## src/include/wwr_pkg.sv

```systemverilog
// Overview of operation
// (RQ1) Watchdog cycle tick is one hundred oscillator periods; all timing counts ticks (the supply glitch filter counts 2000 oscillator periods instead).
// (RQ2) After power-on, reset output stays low 64 ticks, then goes high.
// (RQ3) Reset output rising edge starts a 32-tick closed window.
// (RQ4) Valid trigger inside closed window is a pretrigger failure; controller must avoid it.
// (RQ5) Open window follows closed window; ends on trigger, else after 32 ticks.
// (RQ6) Trigger input sampled once per tick; high, high, low, low is a trigger.
// (RQ7) Trigger in open window, or supply up/down, restarts with a fresh closed window.
// (RQ8) Missed open window or pretrigger drives reset output low.
// (RQ9) Watchdog reset starts 64 ticks after closed-window start, lasts 64 ticks.
// (RQ10) Trigger completing with fourth sample in open window is correct, not pretrigger.
// (RQ11) With reset output high, system enable rises on first valid trigger.
// (RQ12) System enable drops at once on pretrigger, missed trigger or power-down.
// (RQ13) Filtered supply-low forces reset low; recovery reruns the full reset delay.
// (RQ14) After watchdog reset, release reset output, restart closed window, enable stays low.
package wwr_pkg;

    // ****************************************
    // timing
    // ****************************************
    localparam int unsigned CLK_PERIOD_NS        = 50;
    localparam int unsigned TICK_DIV             = 100;
    localparam int unsigned RESET_DELAY_TICKS    = 64;
    localparam int unsigned CLOSED_WINDOW_TICKS  = 32;
    localparam int unsigned OPEN_WINDOW_TICKS    = 32;
    localparam int unsigned WD_START_TICKS       = 64;
    localparam int unsigned WD_RESET_TICKS       = 64;
    localparam int unsigned GLITCH_FILTER_TIME_NS = 100000;
    localparam int unsigned GLITCH_FILTER_CYC    =
        (GLITCH_FILTER_TIME_NS + CLK_PERIOD_NS - 1) / CLK_PERIOD_NS;

    localparam int unsigned TICK_W  = 7;
    localparam int unsigned CNT_W   = 6;
    localparam int unsigned FILT_W  = 11;

    localparam logic [TICK_W-1:0] TICK_LAST         = TICK_W'(TICK_DIV - 1);
    localparam logic [CNT_W-1:0]  RESET_DELAY_LAST  = CNT_W'(RESET_DELAY_TICKS - 1);
    localparam logic [CNT_W-1:0]  CLOSED_LAST       = CNT_W'(CLOSED_WINDOW_TICKS - 1);
    localparam logic [CNT_W-1:0]  OPEN_LAST         =
        CNT_W'(CLOSED_WINDOW_TICKS + OPEN_WINDOW_TICKS - 1);
    localparam logic [CNT_W-1:0]  WD_START_LAST     = CNT_W'(WD_START_TICKS - 1);
    localparam logic [CNT_W-1:0]  WD_RESET_LAST     = CNT_W'(WD_RESET_TICKS - 1);
    localparam logic [FILT_W-1:0] FILTER_LAST       = FILT_W'(GLITCH_FILTER_CYC - 1);

    // ****************************************
    // trigger sampling
    // ****************************************
    localparam int unsigned    SAMPLE_W        = 4;
    localparam logic [3:0]     TRIGGER_PATTERN = 4'hC;

    // ****************************************
    // sequencer states
    // ****************************************
    typedef enum logic [4:0] {
        ST_PWR_DELAY = 5'h01,
        ST_CLOSED    = 5'h02,
        ST_OPEN      = 5'h04,
        ST_WD_WAIT   = 5'h08,
        ST_WD_RESET  = 5'h10
    } wwr_state_t;

endpackage : wwr_pkg

```

## src/design/wwr_tick_gen.sv

```systemverilog
`timescale 1ns/10ps
module wwr_tick_gen (
    input  wire logic clk_sys_i,
    input  wire logic reset_i,
    output logic      tick_o
);

    logic [wwr_pkg::TICK_W-1:0] div_cnt;

    // one pulse per hundred oscillator periods
    always_ff @(posedge clk_sys_i) begin
        if (reset_i) begin
            div_cnt <= '0;
            tick_o  <= 1'b0;
        end else if (div_cnt == wwr_pkg::TICK_LAST) begin // [RQ1]
            div_cnt <= '0;
            tick_o  <= 1'b1;
        end else begin
            div_cnt <= div_cnt + 1'b1;
            tick_o  <= 1'b0;
        end
    end

endmodule : wwr_tick_gen

```

## src/design/wwr_top.sv

```systemverilog
`timescale 1ns/10ps
module wwr_top (
    input  wire logic clk_sys_i,
    input  wire logic reset_i,
    input  wire logic supply_low_i,
    input  wire logic trigger_input_i,
    output logic      mcu_reset_output_o,
    output logic      mcu_reset_output_oe_o,
    output logic      system_enable_output_o,
    output logic      system_enable_output_oe_o,
    output logic      trigger_accepted_o,
    output logic      pretrigger_fault_o,
    output logic      missed_trigger_o,
    output logic      supply_fail_o
);

    // ****************************************
    // declarations
    // ****************************************
    logic                              tick;
    logic [wwr_pkg::FILT_W-1:0]        filt_cnt;
    logic                              supply_fail;
    logic                              supply_fail_q;
    logic [wwr_pkg::SAMPLE_W-1:0]      samples;
    logic [wwr_pkg::SAMPLE_W-1:0]      next_samples;
    logic                              trig_valid;
    wwr_pkg::wwr_state_t               state;
    logic [wwr_pkg::CNT_W-1:0]         win_cnt;
    logic                              reset_level;
    logic                              enable_level;

    // ****************************************
    // watchdog cycle timebase
    // ****************************************
    // divider restarts on power-down so recovery waits whole ticks, not a partial one
    wwr_tick_gen wwr_tick_gen_i (
        .clk_sys_i (clk_sys_i),
        .reset_i   (reset_i || supply_fail), // [RQ13]
        .tick_o    (tick)
    );

    // ****************************************
    // supply glitch filter
    // ****************************************
    // short dips on the comparator are ignored; only a low that outlasts
    // the filter time counts as a power-down
    always_ff @(posedge clk_sys_i) begin
        if (reset_i) begin
            filt_cnt    <= '0;
            supply_fail <= 1'b0;
        end else if (!supply_low_i) begin
            filt_cnt    <= '0;
            supply_fail <= 1'b0;
        end else if (filt_cnt == wwr_pkg::FILTER_LAST) begin // [RQ13]
            supply_fail <= 1'b1;
        end else begin
            filt_cnt <= filt_cnt + 1'b1;
        end
    end

    always_ff @(posedge clk_sys_i) begin
        if (reset_i) begin
            supply_fail_q <= 1'b0;
        end else begin
            supply_fail_q <= supply_fail;
        end
    end

    // ****************************************
    // trigger sampler
    // ****************************************
    // newest sample in bit 0; pattern high, high, low, low
    always_comb begin
        next_samples = {samples[wwr_pkg::SAMPLE_W-2:0], trigger_input_i};
    end

    always_comb begin
        trig_valid = tick && (next_samples == wwr_pkg::TRIGGER_PATTERN); // [RQ6]
    end

    always_ff @(posedge clk_sys_i) begin
        if (reset_i) begin
            samples <= '0;
        end else if (tick) begin // [RQ6]
            samples <= next_samples;
        end
    end

    // ****************************************
    // window sequencer
    // ****************************************
    // win_cnt counts ticks since the latest closed-window start, so the
    // watchdog reset lands at the same point whether the fault was a
    // pretrigger or a missed open window
    always_ff @(posedge clk_sys_i) begin
        if (reset_i) begin
            state   <= wwr_pkg::ST_PWR_DELAY;
            win_cnt <= '0;
        end else if (supply_fail) begin // [RQ13]
            state   <= wwr_pkg::ST_PWR_DELAY;
            win_cnt <= '0;
        end else if (tick) begin
            case (state)
                wwr_pkg::ST_PWR_DELAY: begin
                    if (win_cnt == wwr_pkg::RESET_DELAY_LAST) begin // [RQ2] [RQ13]
                        state   <= wwr_pkg::ST_CLOSED; // [RQ3] [RQ7]
                        win_cnt <= '0;
                    end else begin
                        win_cnt <= win_cnt + 1'b1;
                    end
                end
                wwr_pkg::ST_CLOSED: begin
                    win_cnt <= win_cnt + 1'b1;
                    if (trig_valid) begin
                        state <= wwr_pkg::ST_WD_WAIT; // [RQ4]
                    end else if (win_cnt == wwr_pkg::CLOSED_LAST) begin // [RQ3]
                        state <= wwr_pkg::ST_OPEN; // [RQ5]
                    end
                end
                wwr_pkg::ST_OPEN: begin
                    // a trigger finishing here counts even if its first
                    // three samples fell in the closed window
                    if (trig_valid) begin // [RQ10]
                        state   <= wwr_pkg::ST_CLOSED; // [RQ7]
                        win_cnt <= '0;
                    end else if (win_cnt == wwr_pkg::OPEN_LAST) begin // [RQ5] [RQ8]
                        state   <= wwr_pkg::ST_WD_RESET; // [RQ9]
                        win_cnt <= '0;
                    end else begin
                        win_cnt <= win_cnt + 1'b1;
                    end
                end
                wwr_pkg::ST_WD_WAIT: begin
                    if (win_cnt == wwr_pkg::WD_START_LAST) begin // [RQ9]
                        state   <= wwr_pkg::ST_WD_RESET; // [RQ8]
                        win_cnt <= '0;
                    end else begin
                        win_cnt <= win_cnt + 1'b1;
                    end
                end
                wwr_pkg::ST_WD_RESET: begin
                    if (win_cnt == wwr_pkg::WD_RESET_LAST) begin // [RQ9]
                        state   <= wwr_pkg::ST_CLOSED; // [RQ14]
                        win_cnt <= '0;
                    end else begin
                        win_cnt <= win_cnt + 1'b1;
                    end
                end
                default: begin
                    state   <= wwr_pkg::ST_PWR_DELAY;
                    win_cnt <= '0;
                end
            endcase
        end
    end

    // ****************************************
    // reset output level
    // ****************************************
    always_ff @(posedge clk_sys_i) begin
        if (reset_i) begin
            reset_level <= 1'b0; // [RQ2]
        end else if (supply_fail) begin
            reset_level <= 1'b0; // [RQ13]
        end else if (tick) begin
            case (state)
                wwr_pkg::ST_PWR_DELAY: begin
                    if (win_cnt == wwr_pkg::RESET_DELAY_LAST) begin
                        reset_level <= 1'b1; // [RQ2]
                    end
                end
                wwr_pkg::ST_OPEN: begin
                    if (!trig_valid && win_cnt == wwr_pkg::OPEN_LAST) begin
                        reset_level <= 1'b0; // [RQ8]
                    end
                end
                wwr_pkg::ST_WD_WAIT: begin
                    if (win_cnt == wwr_pkg::WD_START_LAST) begin
                        reset_level <= 1'b0; // [RQ8] [RQ9]
                    end
                end
                wwr_pkg::ST_WD_RESET: begin
                    if (win_cnt == wwr_pkg::WD_RESET_LAST) begin
                        reset_level <= 1'b1; // [RQ14]
                    end
                end
                default: begin
                    reset_level <= reset_level;
                end
            endcase
        end
    end

    // ****************************************
    // system enable level
    // ****************************************
    // enable drops at the fault itself: well ahead of the reset on a pretrigger, together with it on a miss or power-down
    always_ff @(posedge clk_sys_i) begin
        if (reset_i) begin
            enable_level <= 1'b0;
        end else if (supply_fail) begin
            enable_level <= 1'b0; // [RQ12]
        end else if (tick) begin
            if (state == wwr_pkg::ST_CLOSED && trig_valid) begin
                enable_level <= 1'b0; // [RQ12]
            end else if (state == wwr_pkg::ST_OPEN && trig_valid && reset_level) begin
                enable_level <= 1'b1; // [RQ11]
            end else if (state == wwr_pkg::ST_OPEN && win_cnt == wwr_pkg::OPEN_LAST) begin
                enable_level <= 1'b0; // [RQ12]
            end
        end
    end

    // ****************************************
    // event pulses
    // ****************************************
    always_ff @(posedge clk_sys_i) begin
        if (reset_i) begin
            trigger_accepted_o <= 1'b0;
            pretrigger_fault_o <= 1'b0;
            missed_trigger_o   <= 1'b0;
        end else begin
            trigger_accepted_o <= !supply_fail && trig_valid
                                  && state == wwr_pkg::ST_OPEN;
            pretrigger_fault_o <= !supply_fail && trig_valid
                                  && state == wwr_pkg::ST_CLOSED; // [RQ4]
            missed_trigger_o   <= !supply_fail && tick && !trig_valid
                                  && state == wwr_pkg::ST_OPEN
                                  && win_cnt == wwr_pkg::OPEN_LAST; // [RQ8]
        end
    end

    // ****************************************
    // open-drain pins
    // ****************************************
    // pins are one cycle behind the internal levels so every output is a flop
    always_ff @(posedge clk_sys_i) begin
        if (reset_i) begin
            mcu_reset_output_o        <= 1'b0;
            mcu_reset_output_oe_o     <= 1'b1;
            system_enable_output_o    <= 1'b0;
            system_enable_output_oe_o <= 1'b1;
            supply_fail_o             <= 1'b0;
        end else begin
            mcu_reset_output_o        <= reset_level;
            mcu_reset_output_oe_o     <= !reset_level;
            system_enable_output_o    <= enable_level;
            system_enable_output_oe_o <= !enable_level;
            supply_fail_o             <= supply_fail_q;
        end
    end

endmodule : wwr_top

```

## config.mk

```make
export PLATFORM = sky130hd
export DESIGN_NAME = wwr_top
export DESIGN_NICKNAME = d
export VERILOG_FILES = /design/src/include/wwr_pkg.sv /design/src/design/wwr_tick_gen.sv /design/src/design/wwr_top.sv
export SDC_FILE = /design/constraint.sdc
export NUM_CORES = 1
export LEC_CHECK = 0
export CELL_PAD_IN_SITES_DETAIL_PLACEMENT = 0
export CELL_PAD_IN_SITES_GLOBAL_PLACEMENT = 1
export CORE_MARGIN = 10
export CORE_UTILIZATION = 48
export CTS_CLUSTER_SIZE = 16
export DETAILED_ROUTE_END_ITERATION = 7
export DONT_BUFFER_PORTS = 1
export GPL_TIMING_DRIVEN = 0
export PLACE_DENSITY_LB_ADDON = 0.1
export SLEW_MARGIN = 10
export SYNTH_ARGS = -nofsm -noshare
export SYNTH_HDL_FRONTEND = slang
export SYNTH_SLANG_ARGS = --single-unit
```

## constraint.sdc

```tcl
create_clock -name clk_sys_i -period 2.3 [get_ports clk_sys_i]
set_clock_uncertainty 0.1 [all_clocks]
set_input_delay 0.23 -clock clk_sys_i [delete_from_list [all_inputs] [get_ports clk_sys_i]]
set_output_delay 0.23 -clock clk_sys_i [all_outputs]
set_load 0.05 [all_outputs]
```

==> results.sh <==
export IMPL_viasPerCell=5.458
export IMPL_syn2layout_area_growth_pct=9.449
export IMPL_cts_tree="yes"
export IMPL_synthFlopType="dfxtp_1"
export IMPL_ys_ff_latch=45
export IMPL_synth_area_um2=1999
export IMPL_numCtsBuffers=5
export IMPL_worstPathArrival_ns=2.04
export IMPL_worstPathRequired_ns=2.38
export IMPL_p_leak_nw=0.8259
export IMPL_seq_area_frac_synth_pct=45.06
export IMPL_die_area_um2=7147
export IMPL_design_portCount=12
export IMPL_clk_latency_ns=0.29
export IMPL_clk_pin_slew_worst_paths_ns=0.08
export IMPL_die_height_um=84.54
export IMPL_internal_power_mw=1.151
export IMPL_core_rowCount=23
export IMPL_p_sw_share_pct=19.00
export IMPL_setup_violations_final=0
export IMPL_first_pass_iters=4
export IMPL_timing_rr_start="win_cnt[0]"
export IMPL_core_um2=4029
export IMPL_hold_path_class="in -> reg"
export IMPL_antenna_found_initial=0
export IMPL_seqPwrFrac_pct=55.5
export IMPL_ant_nets=0
export IMPL_grt_ovfl_total=0
export IMPL_start_util_pct=49.63
export IMPL_status="complete, no violations"
export IMPL_relSlewSlack_pct=57.03
export IMPL_hold_buffers=1
export IMPL_slowest_delay_ns=0.40
export IMPL_grt_pass1_wl_mm=6.555
export IMPL_slew_violations=0
export IMPL_seqCellArea_um2=900.9
export IMPL_cts_resized=0
export IMPL_synth_distinct_cells=42
export IMPL_cts_buffer_depth=2
export IMPL_switchingPower_uw=270.0
export IMPL_rrSetupSlack_ns=0.34
export IMPL_crit_slowest_cell="a221o_2"
export IMPL_timing_hold_violations_final=0
export IMPL_fin_util_pct=54.32
export IMPL_die_w_um=84.54
export IMPL_hold_depth=2
export IMPL_htree_levels=2
export IMPL_remaining_drc_errors=0
export IMPL_synth_edf_count=0
export IMPL_wire_per_inst_um=13.58
export IMPL_routed_wl_mm=3.707
export IMPL_yosys_warnings=0
export IMPL_path_max_fanout=5
export IMPL_worst_pin_slew_ns=0.6446
export IMPL_syn_area_per_cell_um2=9.343
export IMPL_grt_pass1_vias=1442
export IMPL_ir_drop_mv=0.3576
export IMPL_gp_congestion=0.7696
export IMPL_hp_start="supply_low_i"
export IMPL_dpl_hpwl_mm=2.702
export IMPL_synth_nets=221
export IMPL_drt_iter0_markers=56
export IMPL_grt_max_degree=14
export IMPL_r2r_end="state[0]"
export IMPL_num_vias=1490
export IMPL_multiInputGateArea_um2=997.2
export IMPL_n_fill_cell=396
export IMPL_crit_chain="ha_1 > and4_1 > nand3_1 > a21oi_1 > a31oi_4 > a221o_2"
export IMPL_async_reset_ff_share_pct=0
export IMPL_timing_final_crit_period_ns=1.960
export IMPL_setup_tns_final_ns=0
export IMPL_fmaxAchievable_mhz=510.2
export IMPL_path_delay_family="compound AO/OA/AOI/OAI gates"
export IMPL_maxCapViolCount=0
export IMPL_rsz0062_at_grt="false"
export IMPL_path_buf_inv=0
export IMPL_finalCritPeriodShare_pct=85.21
export IMPL_worstHoldEndpoint="filt_cnt[3]"
export IMPL_power_frac_clock_pct=42.1
export IMPL_p_comb_share_pct=2.3
export IMPL_antennaDiodeCount=0
export IMPL_track_usage_pct=10.66
export IMPL_hold_slack_ns=0.01857
export IMPL_r2r_cells=6
export IMPL_startpoint_type="flip-flop"
export IMPL_path_class="reg -> reg"
export IMPL_power_density_nw_per_um2=649.5
export IMPL_root_buffer="clkbuf_8"
export IMPL_io_buffers=0
export IMPL_synth_cells=214
export IMPL_postCtsSetupBuffers=0
export IMPL_layout_nets=229
export IMPL_drive_above_1_share_pct=11.21
export IMPL_end_kind="flip-flop"
export IMPL_clock_sinks=45
==> stage by stage <==
stage	total power [mW]	std cells	setup WS [ns]	area [um^2]
detailed placement	0.8398	264	0.3546	2062
finish	1.421	273	0.3401	2188
global placement	0.8365	264	0.3579	2062
CTS	1.443	273	0.3384	2188
floorplan	0.8307	214	0.5078	1999
global route	1.480	273	0.2014	2188
==> worst reg2reg max path, cell delays in order (launching register included) <==
cell and delay (ns):
dfxtp_1 0.37, ha_1 0.23, and4_1 0.24, nand3_1 0.15, a21oi_1 0.29, a31oi_4 0.09
a221o_2 0.40
==> worst max-delay path by stage <==
stage          startpoint  cells after the start  slack (ns)  endpoint
4_1_cts        win_cnt[0]                      6        0.34  state[0]
3_5_place_dp   win_cnt[0]                      6        0.35  state[0]
3_3_place_gp   win_cnt[0]                      6        0.36  state[0]
2_1_floorplan  win_cnt[0]                      6        0.51  state[0]
6_report       win_cnt[0]                      6        0.34  state[0]
5_1_grt        win_cnt[0]                      6        0.20  state[0]
==> synthesized netlist by cell type, types with 2 or more instances <==
| cell type | n | area share (%) |
|---|---|---|
| xor2_1 | 12 | 5.3 |
| or2_2 | 3 | 0.94 |
| buf_4 | 2 | 0.75 |
| o32ai_1 | 2 | 0.88 |
| xnor2_1 | 8 | 3.5 |
| mux2i_1 | 7 | 3.5 |
| nand2_1 | 14 | 2.6 |
| nor3_1 | 5 | 1.3 |
| or3_1 | 2 | 0.63 |
| clkbuf_8 | 3 | 2.1 |
| inv_1 | 3 | 0.56 |
| o221a_2 | 2 | 1.1 |
| buf_6 | 2 | 1.1 |
| clkbuf_1 | 3 | 0.56 |
| nor2b_1 | 4 | 1.3 |
| nand4_1 | 4 | 1.3 |
| nor2_1 | 33 | 6.2 |
| dfxtp_1 | 45 | 45 |
| nand2b_1 | 5 | 1.6 |
| o21ai_0 | 11 | 2.8 |
| a31oi_1 | 2 | 0.63 |
| and4_1 | 3 | 1.3 |
| nor3b_1 | 2 | 0.75 |
| and3_1 | 5 | 1.6 |
| a21oi_1 | 5 | 1.3 |
| nand3_1 | 8 | 2.0 |
| nor4_1 | 2 | 0.63 |
| ha_1 | 3 | 1.9 |
==> cells by family after synthesis <==
| kind of cell | Yosys count | synth area share (%) |
|---|---|---|
| DFF | 45 | 45.06 |
| AOI/OAI and AO/OA | 31 | 11.20 |
| buffers and inverters | 13 | 5.068 |
| and+or+nand+nor | 95 | 24.53 |
| xor gates and xnor gates | 20 | 8.761 |
| adders and majority gates | 3 | 1.878 |
| muxes | 7 | 3.505 |
==> power groups by stage <==
stage | combinational, mW | clock [mW] | sequential [mW]
global placement | 0.0294 | 0 | 0.807
detailed placement | 0.0317 | 0 | 0.808
finish | 0.0328 | 0.599 | 0.790
global route | 0.0380 | 0.651 | 0.791
floorplan | 0.0242 | 0 | 0.806
CTS | 0.0334 | 0.620 | 0.790
==> placed cells by master (no fill, tap or decap), drive strengths merged, types with 2 or more instances in the layout <==
master	instances
nand3	8
inv	3
nor3b	2
nand2b	5
xor2	12
and4	3
ha	3
nor2b	4
dfxtp	45
buf	4
clkbuf	13
a31oi	3
o21ai	11
or3	2
o32ai	2
or2	3
nor4	3
o221a	2
xnor2	8
nor3	5
and3	5
nor2	33
nand2	14
mux2i	7
a21oi	5
nand4	5
==> state kept, by name (all words and copies together), names as in the netlist, 3 cells and up <==
name	flops
filt_cnt	11
wwr_tick_gen_i.div_cnt	7
win_cnt	6
state	5
samples	3
==> routing by layer <==
layer  GRT usage, %  part of all wire [%]
met1          11.99                    47
met2          18.12                    47
met3          3.961                   5.1
met4          3.443                   1.2
met5              0                     0
==> final cells by class <==
class | instances | share of cell area, %
clock buffers | 7 | 3.945
repair buffers | 1 | 0.4574
inverters | 3 | 0.5146
well taps | 50 | 2.859
plain buffers | 10 | 4.117
flip-flops and latches | 45 | 41.17
multi-input cells | 156 | 45.57
clock inverters | 1 | 1.372
(Power assumes the default switching activity.)
